===== src/hw/interval_timer_pkg.sv =====
// Constants shared by the interval timer channel logic.
// Assumes an 8-bit processor bus and three independent counters.
package interval_timer_pkg;
    localparam int CLK_PERIOD_NS = 50;
    localparam int NUM_COUNTERS = 3;
    localparam int SYNC_STAGES = 2;
    // Port addresses formed as {port_select_hi, port_select_lo}.
    localparam logic [1:0] PORT_CONTROL = 2'h3;
    // Control word fields.
    localparam int CW_SEL_HI = 7;
    localparam int CW_SEL_LO = 6;
    localparam int CW_FMT_HI = 5;
    localparam int CW_FMT_LO = 4;
    localparam logic [1:0] SEL_READBACK = 2'h3;
    localparam logic [1:0] FMT_LATCH = 2'h0;
    localparam logic [1:0] FMT_LO_ONLY = 2'h1;
    localparam logic [1:0] FMT_HI_ONLY = 2'h2;
    localparam logic [1:0] FMT_BOTH = 2'h3;
    // Read-back command fields; count and status latch bits are active low.
    localparam int RB_COUNT_N = 5;
    localparam int RB_STATUS_N = 4;
    localparam int RB_SEL0 = 1;
    localparam int RB_ZERO = 0;
    // Status byte fields.
    localparam int ST_OUT = 7;
    localparam int ST_NULL = 6;
    // Effective counting modes.
    localparam logic [2:0] MODE_TERMINAL = 3'h0;
    localparam logic [2:0] MODE_ONESHOT = 3'h1;
    localparam logic [2:0] MODE_RATE = 3'h2;
    localparam logic [2:0] MODE_SQUARE = 3'h3;
    localparam logic [2:0] MODE_SW_STROBE = 3'h4;
    localparam logic [2:0] MODE_HW_STROBE = 3'h5;
    localparam logic [5:0] CTRL_RESET = 6'h00;
endpackage : interval_timer_pkg


===== src/hw/interval_timer.sv =====
// Three-channel programmable down-counting interval timer with latch and read-back.
// Assumes all processor pins, gates and count clocks are asynchronous to ref_clk_i.
`timescale 1ns/100ps

// Contract
// - Hardware-strobe output rests high, pulses low one count clock when count hits zero.
// - Hardware-strobe mode loads only on the clock after a trigger, without decrementing.
// - In one-shot, rate, square and hardware-strobe modes a gate trigger reloads the initial count at the next count clock.
// - In one-shot and hardware-strobe modes a new count waits for the next trigger before it is used.
// - In hardware-strobe mode the gate level never touches the output.
// - Rate and square modes: gate low inhibits and forces high; rising edge restarts.
// - Counters count down; square-wave mode steps by two.
// - Latch command copies the count, held until read or new control word.
// - A second latch command before the read is ignored.
// - Read and write byte order are tracked separately per counter.
// - Read-back bits 3..1 select counters 2..0; bit 0 is zero.
// - Read-back bit 5 low latches count, bit 4 low latches status.
// - Reading one latched counter releases only that counter's latch.
// - Later read-back commands on an unread counter are ignored.
// - A latched status byte is returned on the next data read.
// - Status holds output level, pending-load flag and the last control fields.
// - Pending-load flag is one until the written count reaches the counting element.
// - Control or count writes set the pending-load flag; the transfer clears it.
// - With both latched, status reads first, then the count.
// - A control word with both top bits one is a read-back command.
module interval_timer (
    input wire logic ref_clk_i,
    input wire logic rst_i,
    input wire logic cs_n_i,
    input wire logic port_select_lo_i,
    input wire logic port_select_hi_i,
    input wire logic rd_n_i,
    input wire logic wr_n_i,
    input wire logic [7:0] data_i,
    output logic [7:0] data_o,
    output logic data_oe_o,
    input wire logic [interval_timer_pkg::NUM_COUNTERS-1:0] count_clk_i,
    input wire logic [interval_timer_pkg::NUM_COUNTERS-1:0] gate_i,
    output logic [interval_timer_pkg::NUM_COUNTERS-1:0] out_o
);
    import interval_timer_pkg::*;

    localparam int SW = 19;

    // Reduces the mode codes of a control word to the effective mode; codes 6 and 7 alias 2 and 3.
    function automatic logic [2:0] eff_mode(input logic [5:0] ctrl);
        eff_mode = (ctrl[3] && !ctrl[2]) ? {1'b1, 1'b0, ctrl[1]} : {1'b0, ctrl[2:1]};
    endfunction : eff_mode

    // Picks the byte a read returns from a 16-bit value under the read format.
    function automatic logic [7:0] pick_byte(input logic [15:0] v, input logic [1:0] fmt,
                                             input logic msb);
        pick_byte = (fmt == FMT_HI_ONLY || (fmt == FMT_BOTH && msb)) ? v[15:8] : v[7:0];
    endfunction : pick_byte

    logic [SW-1:0] sync_meta;
    logic [SW-1:0] sync_q;
    logic [SW-1:0] sync_prev;
    logic cs_n_s;
    logic rd_n_s;
    logic wr_n_s;
    logic [1:0] addr_s;
    logic [7:0] data_s;
    logic [2:0] gate_s;
    logic [2:0] cclk_s;
    logic [2:0] gate_prev;
    logic [2:0] cclk_prev;

    assign {cs_n_s, rd_n_s, wr_n_s, addr_s, data_s, gate_s, cclk_s} = sync_q;
    assign gate_prev = sync_prev[5:3];
    assign cclk_prev = sync_prev[2:0];

    // Bus cycle tracking: address and data are captured while the strobe is low.
    logic wr_act;
    logic rd_act;
    logic wr_act_q;
    logic rd_act_q;
    logic [1:0] wr_addr;
    logic [7:0] wr_data;
    logic [1:0] rd_addr;
    wire write_stb = wr_act_q && !wr_act;
    wire read_stb = rd_act_q && !rd_act;
    wire ctl_write = write_stb && wr_addr == PORT_CONTROL;
    wire is_readback = wr_data[CW_SEL_HI:CW_SEL_LO] == SEL_READBACK;

    assign wr_act = !cs_n_s && !wr_n_s;
    assign rd_act = !cs_n_s && !rd_n_s;
    assign data_oe_o = rd_act && addr_s != PORT_CONTROL;

    // Per-counter state, one independent set for each channel.
    logic [5:0] ctrl [NUM_COUNTERS];
    logic [15:0] cr [NUM_COUNTERS];
    logic [7:0] cr_lo_stage [NUM_COUNTERS];
    logic [15:0] ce [NUM_COUNTERS];
    logic [15:0] read_latch [NUM_COUNTERS];
    logic [7:0] status_latch [NUM_COUNTERS];
    logic [2:0] count_latched;
    logic [2:0] status_latched;
    logic [2:0] null_count;
    logic [2:0] write_msb;
    logic [2:0] read_msb;
    logic [2:0] load_req;
    logic [2:0] trig;
    logic [2:0] running;
    logic [2:0] out;

    logic [2:0] cw_hit;
    logic [2:0] latch_cmd;
    logic [2:0] rb_count;
    logic [2:0] rb_status;
    logic [2:0] cnt_write;
    logic [2:0] cnt_read;
    logic [2:0] clk_fall;
    logic [2:0] gate_rise;
    logic [2:0] enabled;
    logic [2:0] trig_mode;
    logic [2:0] forced_high;
    logic [2:0] cnt_done;
    logic [7:0] status_now [NUM_COUNTERS];
    logic [7:0] rd_byte [NUM_COUNTERS];
    logic [2:0] mode [NUM_COUNTERS];

    for (genvar i = 0; i < NUM_COUNTERS; i++) begin : g_dec
        assign mode[i] = eff_mode(ctrl[i]);
        assign cw_hit[i] = ctl_write && !is_readback
            && wr_data[CW_SEL_HI:CW_SEL_LO] == 2'(i)
            && wr_data[CW_FMT_HI:CW_FMT_LO] != FMT_LATCH;
        assign latch_cmd[i] = ctl_write && !is_readback
            && wr_data[CW_SEL_HI:CW_SEL_LO] == 2'(i)
            && wr_data[CW_FMT_HI:CW_FMT_LO] == FMT_LATCH;
        assign rb_count[i] = ctl_write && is_readback && !wr_data[RB_ZERO]
            && wr_data[RB_SEL0+i] && !wr_data[RB_COUNT_N];
        assign rb_status[i] = ctl_write && is_readback && !wr_data[RB_ZERO]
            && wr_data[RB_SEL0+i] && !wr_data[RB_STATUS_N];
        assign cnt_write[i] = write_stb && wr_addr == 2'(i);
        assign cnt_read[i] = read_stb && rd_addr == 2'(i);
        assign clk_fall[i] = cclk_prev[i] && !cclk_s[i];
        assign gate_rise[i] = !gate_prev[i] && gate_s[i];
        assign trig_mode[i] = mode[i] == MODE_ONESHOT || mode[i] == MODE_HW_STROBE
            || mode[i] == MODE_RATE || mode[i] == MODE_SQUARE;
        // The one-shot and hardware strobe ignore the gate level entirely.
        assign enabled[i] = gate_s[i] || mode[i] == MODE_ONESHOT
            || mode[i] == MODE_HW_STROBE;
        assign forced_high[i] = !gate_s[i]
            && (mode[i] == MODE_RATE || mode[i] == MODE_SQUARE);
        assign cnt_done[i] = ctrl[i][5:4] != FMT_BOTH || write_msb[i];
        assign status_now[i] = {out[i], null_count[i], ctrl[i]};
        assign rd_byte[i] = status_latched[i] ? status_latch[i]
            : pick_byte(count_latched[i] ? read_latch[i] : ce[i], ctrl[i][5:4], read_msb[i]);
    end

    assign out_o = out;

    always_ff @(posedge ref_clk_i) begin
        sync_meta <= {cs_n_i, rd_n_i, wr_n_i, port_select_hi_i, port_select_lo_i, data_i,
                      gate_i, count_clk_i};
        sync_q <= sync_meta;
        sync_prev <= sync_q;
        wr_act_q <= wr_act;
        rd_act_q <= rd_act;
        if (wr_act) begin
            wr_addr <= addr_s;
            wr_data <= data_s;
        end
        if (rd_act) begin
            rd_addr <= addr_s;
        end
        data_o <= (addr_s == PORT_CONTROL) ? 8'h00 : rd_byte[addr_s];
        if (rst_i) begin
            sync_meta <= {3'h7, 2'h0, 8'h00, 3'h0, 3'h0};
            sync_q <= {3'h7, 2'h0, 8'h00, 3'h0, 3'h0};
            sync_prev <= {3'h7, 2'h0, 8'h00, 3'h0, 3'h0};
            wr_act_q <= 1'b0;
            rd_act_q <= 1'b0;
            wr_addr <= 2'h0;
            wr_data <= 8'h00;
            rd_addr <= 2'h0;
            data_o <= 8'h00;
        end
    end

    // Counting, loading, latching and read sequencing for every channel.
    always_ff @(posedge ref_clk_i) begin
        for (int i = 0; i < NUM_COUNTERS; i++) begin
            if (gate_rise[i]) begin
                trig[i] <= 1'b1;
            end
            if (clk_fall[i]) begin
                trig[i] <= gate_rise[i];
                if (trig[i] && trig_mode[i]) begin
                    // Load on the clock after a trigger; this clock does not count.
                    ce[i] <= (mode[i] == MODE_SQUARE) ? {cr[i][15:1], 1'b0} : cr[i];
                    null_count[i] <= 1'b0;
                    running[i] <= 1'b1;
                    load_req[i] <= 1'b0;
                    out[i] <= mode[i] != MODE_ONESHOT;
                end else if (load_req[i]) begin
                    ce[i] <= (mode[i] == MODE_SQUARE) ? {cr[i][15:1], 1'b0} : cr[i];
                    null_count[i] <= 1'b0;
                    running[i] <= 1'b1;
                    load_req[i] <= 1'b0;
                end else if (running[i] && enabled[i]) begin
                    unique case (mode[i])
                        MODE_RATE: begin
                            ce[i] <= (ce[i] == 16'h0001) ? cr[i] : ce[i] - 16'h0001;
                            out[i] <= ce[i] != 16'h0002;
                            if (ce[i] == 16'h0001) begin
                                null_count[i] <= 1'b0;
                            end
                        end
                        MODE_SQUARE: begin
                            ce[i] <= (ce[i] == 16'h0002) ? {cr[i][15:1], 1'b0}
                                : ce[i] - 16'h0002;
                            if (ce[i] == 16'h0002) begin
                                out[i] <= !out[i];
                                null_count[i] <= 1'b0;
                            end
                        end
                        MODE_SW_STROBE, MODE_HW_STROBE: begin
                            ce[i] <= ce[i] - 16'h0001;
                            if (!out[i]) begin
                                out[i] <= 1'b1;
                                running[i] <= 1'b0;
                            end else if (ce[i] == 16'h0001) begin
                                out[i] <= 1'b0;
                            end
                        end
                        default: begin
                            ce[i] <= ce[i] - 16'h0001;
                            if (ce[i] == 16'h0001) begin
                                out[i] <= 1'b1;
                            end
                        end
                    endcase
                end
            end
            if (forced_high[i]) begin
                out[i] <= 1'b1;
            end
            // Count writes; the write pointer is separate from the read pointer.
            if (cnt_write[i]) begin
                write_msb[i] <= ctrl[i][5:4] == FMT_BOTH && !write_msb[i];
                if (!cnt_done[i]) begin
                    cr_lo_stage[i] <= wr_data;
                end else begin
                    unique case (ctrl[i][5:4])
                        FMT_LO_ONLY: cr[i] <= {8'h00, wr_data};
                        FMT_HI_ONLY: cr[i] <= {wr_data, 8'h00};
                        default: cr[i] <= {wr_data, cr_lo_stage[i]};
                    endcase
                    null_count[i] <= 1'b1;
                    if (mode[i] == MODE_TERMINAL || mode[i] == MODE_SW_STROBE
                        || (!running[i] && (mode[i] == MODE_RATE || mode[i] == MODE_SQUARE))) begin
                        load_req[i] <= 1'b1;
                    end
                    if (mode[i] == MODE_TERMINAL) begin
                        out[i] <= 1'b0;
                    end
                end
            end
            if (latch_cmd[i] || rb_count[i]) begin
                if (!count_latched[i]) begin
                    read_latch[i] <= ce[i];
                    count_latched[i] <= 1'b1;
                end
            end
            if (rb_status[i] && !status_latched[i]) begin
                status_latch[i] <= status_now[i];
                status_latched[i] <= 1'b1;
            end
            if (cnt_read[i]) begin
                if (status_latched[i]) begin
                    status_latched[i] <= 1'b0;
                end else begin
                    read_msb[i] <= ctrl[i][5:4] == FMT_BOTH && !read_msb[i];
                    if (ctrl[i][5:4] != FMT_BOTH || read_msb[i]) begin
                        count_latched[i] <= 1'b0;
                    end
                end
            end
            if (cw_hit[i]) begin
                ctrl[i] <= wr_data[5:0];
                null_count[i] <= 1'b1;
                out[i] <= wr_data[3:1] != MODE_TERMINAL;
                running[i] <= 1'b0;
                load_req[i] <= 1'b0;
                trig[i] <= 1'b0;
                write_msb[i] <= 1'b0;
                read_msb[i] <= 1'b0;
                count_latched[i] <= 1'b0;
                status_latched[i] <= 1'b0;
            end
        end
        if (rst_i) begin
            for (int i = 0; i < NUM_COUNTERS; i++) begin
                ctrl[i] <= CTRL_RESET;
                cr[i] <= 16'h0000;
                cr_lo_stage[i] <= 8'h00;
                ce[i] <= 16'h0000;
                read_latch[i] <= 16'h0000;
                status_latch[i] <= 8'h00;
            end
            count_latched <= 3'h0;
            status_latched <= 3'h0;
            null_count <= 3'h7;
            write_msb <= 3'h0;
            read_msb <= 3'h0;
            load_req <= 3'h0;
            trig <= 3'h0;
            running <= 3'h0;
            out <= 3'h0;
        end
    end
endmodule : interval_timer


===== config.mk =====
export PLATFORM = sky130hd
export DESIGN_NAME = interval_timer
export DESIGN_NICKNAME = d
export VERILOG_FILES = /design/src/hw/interval_timer_pkg.sv /design/src/hw/interval_timer.sv
export SDC_FILE = /design/constraint.sdc
export NUM_CORES = 1
export LEC_CHECK = 0
export BUFFER_PORTS_ARGS = -buffer_cell sky130_fd_sc_hd__buf_2
export CAP_MARGIN = 20
export CORE_ASPECT_RATIO = 1.4
export CORE_MARGIN = 2
export CORE_UTILIZATION = 32
export CTS_BUF_LIST = sky130_fd_sc_hd__clkbuf_16
export DETAILED_ROUTE_END_ITERATION = 6
export PLACE_DENSITY_LB_ADDON = 0.12
export SLEW_MARGIN = 20
export SYNTH_ARGS = -nofsm -noshare
export SYNTH_HDL_FRONTEND = slang
export SYNTH_SLANG_ARGS = --single-unit

===== constraint.sdc =====
create_clock -name ref_clk_i -period 7.9 [get_ports ref_clk_i]
set_clock_uncertainty 0.05 [all_clocks]
set_input_delay 0.395 -clock ref_clk_i [delete_from_list [all_inputs] [get_ports ref_clk_i]]
set_output_delay 0.395 -clock ref_clk_i [all_outputs]
set_load 0.01 [all_outputs]

Word-level counts from Yosys, hierarchy flattened
Memories as Yosys holds them, arrays and structs flattened. Index checks and enable logic that the tools add are counted.

Register bits after elaboration: 93. Bits in latches: 0. RAM bits: 210. Memory bits (read-only): 0. Input port bits: 21. Word-level logic and storage cells: 664. Memories: 6.

Add/sub/neg operators: 6. Multipliers: 0. Div/mod/pow operators: 0. Order comparisons: 1. Equal/unequal tests: 52. Shifts and indexed selects: 0. Muxes and demuxes: 347. Bitwise logic cells: 43. Reduce and logical (&&, ||, !) cells: 175.

Memories: ce (words 3, bits a word 16, rd ports 3, clocked after Yosys merged registers in 0, wr ports 3, line interval_timer.sv:94) `logic [15:0] ce [NUM_COUNTERS];`; cr (words 3, bits a word 16, rd ports 3, clocked after Yosys merged registers in 0, wr ports 3, line interval_timer.sv:92) `logic [15:0] cr [NUM_COUNTERS];`; read_latch (words 3, bits a word 16, rd ports 3, clocked after Yosys merged registers in 0, wr ports 3, line interval_timer.sv:95) `logic [15:0] read_latch [NUM_COUNTERS];`; cr_lo_stage (words 3, bits a word 8, rd ports 3, clocked after Yosys merged registers in 0, wr ports 3, line interval_timer.sv:93) `logic [7:0] cr_lo_stage [NUM_COUNTERS];`; status_latch (words 3, bits a word 8, rd ports 3, clocked after Yosys merged registers in 0, wr ports 3, line interval_timer.sv:96) `logic [7:0] status_latch [NUM_COUNTERS];`; ctrl (words 3, bits a word 6, rd ports 3, clocked after Yosys merged registers in 0, wr ports 3, line interval_timer.sv:91) `logic [5:0] ctrl [NUM_COUNTERS];`.

Operator list (count): $mux W16 (39); $mux W1 (281); $mux W8 (14); $logic_and A1 B1 Y1 (66); $eq A16 B1 Y1 const B (3); $eq A16 B2 Y1 const B (3); $ne A16 B2 Y1 const B (3); $sub A16 B1 Y16 const B (3); $sub A16 B2 Y16 const B (3); $or A1 B1 Y1 (39); $logic_not A1 Y1 (36); $logic_or A1 B1 Y1 (36); $eq A2 B2 Y1 const B (12); $reduce_bool A3 Y1 (7); $reduce_or A2 Y1 (10); $eq A3 B2 Y1 const B (6); $eq A3 B3 Y1 const B (6); $mux W6 (3); $bmux W8 S2 (1); $eq A2 B1 Y1 const B (6); $reduce_and A4 Y1 (3); $reduce_or A4 Y1 (3); $eq A3 B1 Y1 const B (3); $logic_not A3 Y1 (3); 12 further kinds (35).

Logic depth before layout (Yosys ltp)
Gate-level depths: netlist of run 1.

Word-level depth: 17. Mapped depth: 10.

Worst setup path after synthesis of run 1
OpenSTA, ideal clock, no wires.

Path type: register to register. Start: mem ce[2][1], in the netlist ce[0][33]. End: mem ce[2][15], in the netlist ce[0][47], data pin. Arrival time: 2.782 ns. Data required time: 7.676 ns. Setup slack: 4.894 ns. Cell stages (with the launch flop): 9. Cell sequence: edfxtp_1 > inv_1 > ha_1 > or4b_4 > or3_4 > or3_4 > or3_1 > a211o_1 > a311oi_1.

RTL lines (line): from (decl) (interval_timer.sv:94).

==> results of run 1 <==
==> power by group through the flow <==
stage	Sequential [mW]	Combinational, mW	Clock [mW]
after floorplan	1.62	0.0711	0
after global placement	1.63	0.0950	0
after detailed placement	1.63	0.0949	0
after CTS	1.59	0.102	1.90
after global routing	1.60	0.111	1.95
final	1.60	0.101	1.85
==> worst max-delay path: stages, from the launching register on <==
cell and delay (ps):
sky130_fd_sc_hd__edfxtp_1 540, sky130_fd_sc_hd__or4_1 660, sky130_fd_sc_hd__nor4bb_1 340, sky130_fd_sc_hd__buf_4 220, sky130_fd_sc_hd__a311o_1 730, sky130_fd_sc_hd__nand3_1 360, sky130_fd_sc_hd__nor2_1 590, sky130_fd_sc_hd__a22o_1 250
==> sequential cells by signal, summed over array words and instances (netlist names), 2 cells and up <==
| signal | flops |
|---|---|
| ce | 48 |
| cr | 48 |
| read_latch | 48 |
| cr_lo_stage | 24 |
| status_latch | 24 |
| sync_meta | 19 |
| sync_q | 19 |
| ctrl | 18 |
| data_o | 8 |
| wr_data | 8 |
| sync_prev | 6 |
| count_latched | 3 |
| load_req | 3 |
| null_count | 3 |
| out_o | 3 |
| read_msb | 3 |
| running | 3 |
| status_latched | 3 |
| trig | 3 |
| write_msb | 3 |
| rd_addr | 2 |
| wr_addr | 2 |
==> final cells by class <==
class	count	share of cell area
inverters	48	0.0100
multi-input cells	1306	0.485
repair buffers	77	0.0306
well taps	637	0.0444
clock buffers	38	0.0530
clock inverters	25	0.0209
flip-flops and latches	303	0.356
==> synth_stat cells, types with 17 or more instances <==
cell / number
sky130_fd_sc_hd__nor4_1: 22
sky130_fd_sc_hd__nand2b_1: 17
sky130_fd_sc_hd__a22oi_1: 21
sky130_fd_sc_hd__clkbuf_1: 117
sky130_fd_sc_hd__a21oi_1: 81
sky130_fd_sc_hd__dfxtp_1: 271
sky130_fd_sc_hd__nand4_1: 18
sky130_fd_sc_hd__a31oi_1: 24
sky130_fd_sc_hd__nor2_1: 230
sky130_fd_sc_hd__mux4_2: 23
sky130_fd_sc_hd__inv_1: 48
sky130_fd_sc_hd__nor3_1: 40
sky130_fd_sc_hd__xor2_1: 23
sky130_fd_sc_hd__xnor2_1: 32
sky130_fd_sc_hd__o21ai_0: 86
sky130_fd_sc_hd__nor2b_1: 50
sky130_fd_sc_hd__o211ai_1: 18
sky130_fd_sc_hd__nand3_1: 34
sky130_fd_sc_hd__a22o_1: 18
sky130_fd_sc_hd__mux2i_1: 129
sky130_fd_sc_hd__nand2_1: 140
sky130_fd_sc_hd__ha_1: 24
sky130_fd_sc_hd__a211oi_1: 37
sky130_fd_sc_hd__edfxtp_1: 32
sky130_fd_sc_hd__and3_1: 17
==> what timing repair did <==
item                                    4_1_cts  5_1_grt
hold buffers                                 17        0
buffers inserted                              0        0
endpoints found under the hold margin        17        0
endpoints found under the setup margin        0        0
resized for setup                             0        0
==> how the worst max path moves through the flow <==
stage                     slack (ps)      start  depth (start not counted)         to
after floorplan                 4890  ce[0][33]                          8  ce[0][47]
after global placement          4090  ce[0][40]                          7  ce[0][40]
after detailed placement        4060  ce[0][40]                          7  ce[0][38]
after CTS                       4060  ce[0][40]                          7  ce[0][38]
after global routing            3760  ce[0][40]                          7  ce[0][38]
final                           4020  ce[0][40]                          7  ce[0][38]
==> kinds of logic after synthesis <==
family	synth area share
mux	0.127
simple gates	0.208
buf+inv	0.0445
flops	0.405
fa+ha+maj	0.0190
compound gates	0.166
xor+xnor	0.0305
==> layout by cell type (no fill, tap or decap), types with 24 or more instances in the layout <==
master                      instances
sky130_fd_sc_hd__a211oi_1          37
sky130_fd_sc_hd__a21oi_1           80
sky130_fd_sc_hd__a31oi_1           24
sky130_fd_sc_hd__buf_2             31
sky130_fd_sc_hd__buf_4             28
sky130_fd_sc_hd__clkbuf_16         38
sky130_fd_sc_hd__dfxtp_1          271
sky130_fd_sc_hd__edfxtp_1          32
sky130_fd_sc_hd__ha_1              24
sky130_fd_sc_hd__inv_1             50
sky130_fd_sc_hd__mux2i_1          129
sky130_fd_sc_hd__nand2_1          140
sky130_fd_sc_hd__nand3_1           34
sky130_fd_sc_hd__nor2_1           230
sky130_fd_sc_hd__nor2b_1           50
sky130_fd_sc_hd__nor3_1            40
sky130_fd_sc_hd__o21ai_0           85
sky130_fd_sc_hd__xnor2_1           32
==> stage by stage <==
| step | power, mW | cell area, µm² | setup WS [ps] | hold slack (ps) |
|---|---|---|---|---|
| after CTS | 3.59 | 17900 | 4060 | 12.6 |
| final | 3.54 | 17900 | 4020 | 37.4 |
| after floorplan | 1.69 | 15800 | 4890 | 339 |
| after detailed placement | 1.72 | 16400 | 4060 | 348 |
| after global placement | 1.72 | 16400 | 4090 | 348 |
| after global routing | 3.66 | 17900 | 3760 | 30.3 |
==> routing by layer <==
layer	wire length [µm]	vias to the layer above	global-route usage
met4	2310	0	0.0919
met1	20600	6395	0.231
li1	-	6428	-
met2	25100	332	0.347
met5	0	-	0
met3	1810	114	0.0229
==> run summary, run 1 <==
Detailed-route vias per instance: 5.45
Combinational power share: 0.028
Number of slew-limit violations in the final report: 0
Maximum number of pins on one net before global-route repair: 79
Die Wd: 192 µm
Number of buffers on the longest clock path: 3
Overall global routing resource usage: 0.195
Fraction of power consumed by the clock network: 0.521
Sum of negative setup slack: 0 ps
Post-synth ARST share: 0
Relative slew margins: 0.310
Area growth from synthesis to final layout: 13.7%
Final HPWL from detailed placement: 35.6 mm
Static Leak: 6.61 nW
Layout filler cell count: 4986
Fraction of synthesized cell area taken by the top area cell type: 0.344
Count of flip-flops with a built-in enable after synthesis: 32
Worst flop-to-flop path endpoint: ce[0][38]
Remaining Overflow, GRT: 0
Pin slew with the least headroom to its limit: 1030 ps
Sequential Power Share: 0.450
Die Area: 51100 µm²
Pwr per Cell Area: 197 nW/µm²
Crit Path Class: reg -> reg
Hold violation count in the final report: 0
Worst hold stages: 2
Number of clock sinks: 303
Setup slack, reg-to-reg: 4020 ps
GPL Wtd Cong: 0.876
Number of global-route vias before repair: 13000
Tcrit/Tclk final: 0.491
Flops & latches, synth: 303
Worst EP arrival: 4250 ps
Internal power component: 2.73 mW
Synthesized area divided by synthesized cell count: 8.81 µm²
Synthesized Nets: 1835
Sequential share of the synthesized area: 0.405
Ys flop type: sky130_fd_sc_hd__dfxtp_1
Depth of the worst register-to-register path: 7
Hold EP: sync_meta[7]
Worst reg2reg path startpoint: ce[0][40]
H-tree Lvls: 2
Number of endpoints failing setup at the final stage: 0
Net switching power of the design: 0.814 mW
Ports: 33
Worst min path class: in -> reg
Netlist Area Pre-Place: 15800 µm²
Starting DRC count in detailed routing: 763
Final cell count without fillers: 2434
Switching power share of the total: 0.230
Initial Utilization: 0.323
Unrepaired setup endpoints after global routing: no
Vertical die dimension: 267 µm
Startpoint Class: flop
Worst Path Max Fanout: 20
Initial antenna violation count: 0
Root cell of the clock tree: sky130_fd_sc_hd__clkbuf_16
Number of iterations in the first detailed-routing pass: 7
Fraction of layout instances using a drive strength above 1: 0.102
Reported max-cap violation count: 0
Result of the run: finished clean
Area taken by flip-flops and latches: 6390 µm²
Source-to-sink clock delay at the later pin of the worst-skew pair: 560 ps
Mean routed wirelength per cell: 20.5 µm
Start point of the worst hold path: data_i[1]
Post-layout min period: 3880 ps
First-pass GRT wire length: 77.1 mm
Count of warnings emitted by yosys: 0
Drc violations: 0
Antenna cell count: 0
Unique cell type count in the Yosys netlist: 83
Core Region: 48900 µm²
Largest cells by area after synthesis: sky130_fd_sc_hd__dfxtp_1 (34%), sky130_fd_sc_hd__mux2i_1 (8.2%), sky130_fd_sc_hd__edfxtp_1 (6.1%)
DRT antenna net count: 0
CTS tree: built
Count of input and output buffers: 32
Fmax: 258 MHz
Synth area leader: sky130_fd_sc_hd__dfxtp_1
Kind of end point of the critical path: flop
Final core occ: 0.367
CTS Buf Count: 36
Routed WL: 49.9 mm
Total vias in the final route: 13300
Final net count: 1817
Multi-input logic area: 8700 µm²
Req. time, crit path: 8280 ps
Peak supply drop: 168 µV
Number of placed instances with taps included: 2354
Gate count of the mapped netlist: 1790
Row count: 96
Clock Pin Slew Worst Setup and Hold Paths: 60 ps
No activity file was read; power rests on OpenSTA's default activity.
==> run 2, diff against run 1 <==
==> constraint.sdc (replaced) <==
create_clock -name ref_clk_i -period 4.1 [get_ports ref_clk_i]
set_clock_uncertainty 0.05 [all_clocks]
set_input_delay 0.205 -clock ref_clk_i [delete_from_list [all_inputs] [get_ports ref_clk_i]]
set_output_delay 0.205 -clock ref_clk_i [all_outputs]
set_load 0.01 [all_outputs]
==> run 2 against run 1 <==
Effect of this change:
- critical endpoint is now ce[0][47]
- die area is the same
- power grew 84%
- routed wire length grew 1.8%
- critical path depth grew 1
- flip-flop and latch count is the same
- first-iteration DRC count grew 8.3%
- sequential power grew 92%
==> run summary, run 2 (synthesis gave the netlist of run 1 again) <==
Reported max-cap violation count: 0 (unchanged)
Number of clock sinks: 303 (unchanged)
CTS tree: built (unchanged)
Fin area: 17900 µm² (about the same)
End of the critical path: ce[0][47] (was ce[0][38])
Worst EP arrival: 3620 ps (was 4250 ps)
Remaining Overflow, GRT: 0 (unchanged)
Setup slack, reg-to-reg: 780 ps (was 4020 ps)
Core Region: 48900 µm² (unchanged)
Total vias in the final route: 13400 (was 13300)
Row count: 96 (unchanged)
Drc violations: 0 (unchanged)
Setup slack after layout: 778 ps (was 4020 ps)
Clock Pin Slew Worst Setup and Hold Paths: 60 ps (about the same)
Relative slew margins: 0.284 (was 0.310)
Commonest non-fill, non-tap cells in the layout: sky130_fd_sc_hd__dfxtp_1 (271), sky130_fd_sc_hd__nor2_1 (230), sky130_fd_sc_hd__nand2_1 (140), sky130_fd_sc_hd__mux2i_1 (129), sky130_fd_sc_hd__o21ai_0 (85) (unchanged)
Launching instance or port of the critical path: ce[0][33] (was ce[0][40])
Sum of internal, switching and leakage power: 6.50 mW (was 3.54 mW)
Worst min path class: in -> reg (unchanged)
H-tree Lvls: 2 (unchanged)
Tcrit/Tclk final: 0.810 (was 0.491)
Static Leak: 6.67 nW (was 6.61 nW)
GPL Wtd Cong: 0.892 (was 0.876)
Final net count: 1837 (was 1817)
CTS Buf Count: 35 (was 36)
Routed WL: 50.8 mm (was 49.9 mm)
Pwr per Cell Area: 363 nW/µm² (was 197 nW/µm²)
Initial antenna violation count: 0 (unchanged)
Kind of end point of the critical path: flop (unchanged)
Worst reg2reg path startpoint: ce[0][33] (was ce[0][40])
Ports: 33 (unchanged)
Source-to-sink clock delay at the later pin of the worst-skew pair: 550 ps (was 560 ps)
First-pass GRT wire length: 78.7 mm (was 77.1 mm)
Die Wd: 192 µm (unchanged)
Sum of negative setup slack: 0 ps (unchanged)
Peak supply drop: 327 µV (was 168 µV)
Number of endpoints failing setup at the final stage: 0 (unchanged)
Largest registers: ce (48), cr (48), read_latch (48) (unchanged)
Count of input and output buffers: 32 (unchanged)
Starting DRC count in detailed routing: 826 (was 763)
Mean routed wirelength per cell: 20.7 µm (was 20.5 µm)
Worst flop-to-flop path endpoint: ce[0][47] (was ce[0][38])
Number of buffers on the longest clock path: 3 (unchanged)
Antenna cell count: 0 (unchanged)
Final HPWL from detailed placement: 36.3 mm (was 35.6 mm)
Area growth from synthesis to final layout: 13.8% (was 13.7%)
Result of the run: finished clean (unchanged)
DRT antenna net count: 0 (unchanged)
Final hold slack: 135 ps (was 37.4 ps)
Number of iterations in the first detailed-routing pass: 5 (was 7)
Fmax: 301 MHz (was 258 MHz)
Root cell of the clock tree: sky130_fd_sc_hd__clkbuf_16 (unchanged)
Post-CTS Setup Bufs: 0 (unchanged)
Die Area: 51100 µm² (unchanged)
Overall global routing resource usage: 0.199 (was 0.195)
Number of slew-limit violations in the final report: 0 (unchanged)
Number of global-route vias before repair: 13100 (was 13000)
Cell area reported after detailed placement: 16600 µm² (was 16400 µm²)
Number of instances resized during post-cts repair: 0 (unchanged)
Worst Path Max Fanout: 7 (was 20)
Fraction of layout instances using a drive strength above 1: 0.107 (was 0.102)
Vertical die dimension: 267 µm (unchanged)
Pin slew with the least headroom to its limit: 1070 ps (was 1030 ps)
Hold violation count in the final report: 0 (unchanged)
Unrepaired setup endpoints after global routing: no (unchanged)
Req. time, crit path: 4400 ps (was 8280 ps)
Maximum number of pins on one net before global-route repair: 140 (was 79)
Depth of the worst register-to-register path: 8 (was 7)
Crit Path Class: reg -> reg (unchanged)
Commonest non-fill, non-tap cell in the layout: sky130_fd_sc_hd__dfxtp_1 (unchanged)
Initial Utilization: 0.323 (unchanged)
Startpoint Class: flop (unchanged)
Setup slack after placement: 797 ps (was 4060 ps)
Post-layout min period: 3320 ps (was 3880 ps)
Detailed-route vias per instance: 5.47 (was 5.45)
-- run 2: cell count changes in the layout (fill, tap and decap cells not counted), moves of 2 or more --
cell                            before  now
sky130_fd_sc_hd__buf_4              28   46
sky130_fd_sc_hd__clkinvlp_4          5    0
sky130_fd_sc_hd__clkinv_1            3    8
sky130_fd_sc_hd__clkbuf_16          38   35
sky130_fd_sc_hd__inv_1              50   53
sky130_fd_sc_hd__dlygate4sd3_1      17   19
sky130_fd_sc_hd__clkinv_2            3    5
sky130_fd_sc_hd__clkinv_16           2    0
sky130_fd_sc_hd__clkinv_4            2    0
-- run 2: area by class of cell --
class | instances | area (µm²)
clock inverters | 27 | 287
clock buffers | 35 | 876
repair buffers | 98 | 724
inverters | 48 | 180
well taps | 637 | 797
flip-flops and latches | 303 | 6390
fillers | 5015 | 30900
multi-input cells | 1306 | 8690
-- run 2: worst min path at each step --
stage                       from                  end  slack [ps]  cells past startpoint
after detailed placement  wr_n_i        sync_meta[16]         340                      2
after floorplan           wr_n_i        sync_meta[16]         260                      1
final                      rst_i  status_latch[0][20]         130                      2
after CTS                  rst_i             wr_act_q         130                      2
after global routing       rst_i             wr_act_q         170                      2
after global placement    cs_n_i        sync_meta[18]         340                      2
-- run 2: per-stage QoR --
step / std cells / util
after floorplan: 1790 / -
after global placement: 2373 / 0.339
after detailed placement: 2373 / 0.339
after CTS: 2454 / 0.367
after global routing: 2454 / 0.367
final: 2454 / 0.367
-- run 2: report_power, final --
group | internal, mW | switching [mW] | total, mW
registers | 3.03 | 0.0389 | 3.07
logic | 0.0768 | 0.119 | 0.196
clock network | 1.94 | 1.30 | 3.24
total | 5.05 | 1.46 | 6.50
-- run 2: metal layers --
metal	up-vias	global-route usage	routed length, µm
met3	116	0.0200	1690
met5	-	0	0
li1	6476	-	-
met1	6488	0.236	20700
met2	350	0.361	26200
met4	0	0.0873	2150
-- run 2: what timing repair did --
item | 4_1_cts | 5_1_grt
endpoints found under the setup margin | 0 | 0
hold buffers | 19 | 0
hold endpoints to repair | 19 | 0
-- run 2: worst max-delay path, cell delays in order (launching register included) --
cell and delay (ps):
sky130_fd_sc_hd__edfxtp_1 470, sky130_fd_sc_hd__inv_1 250, sky130_fd_sc_hd__ha_1 270, sky130_fd_sc_hd__or4b_4 490
sky130_fd_sc_hd__or3_4 370, sky130_fd_sc_hd__or3_4 350, sky130_fd_sc_hd__or3_1 330, sky130_fd_sc_hd__a211o_1 270
sky130_fd_sc_hd__a311oi_1 270
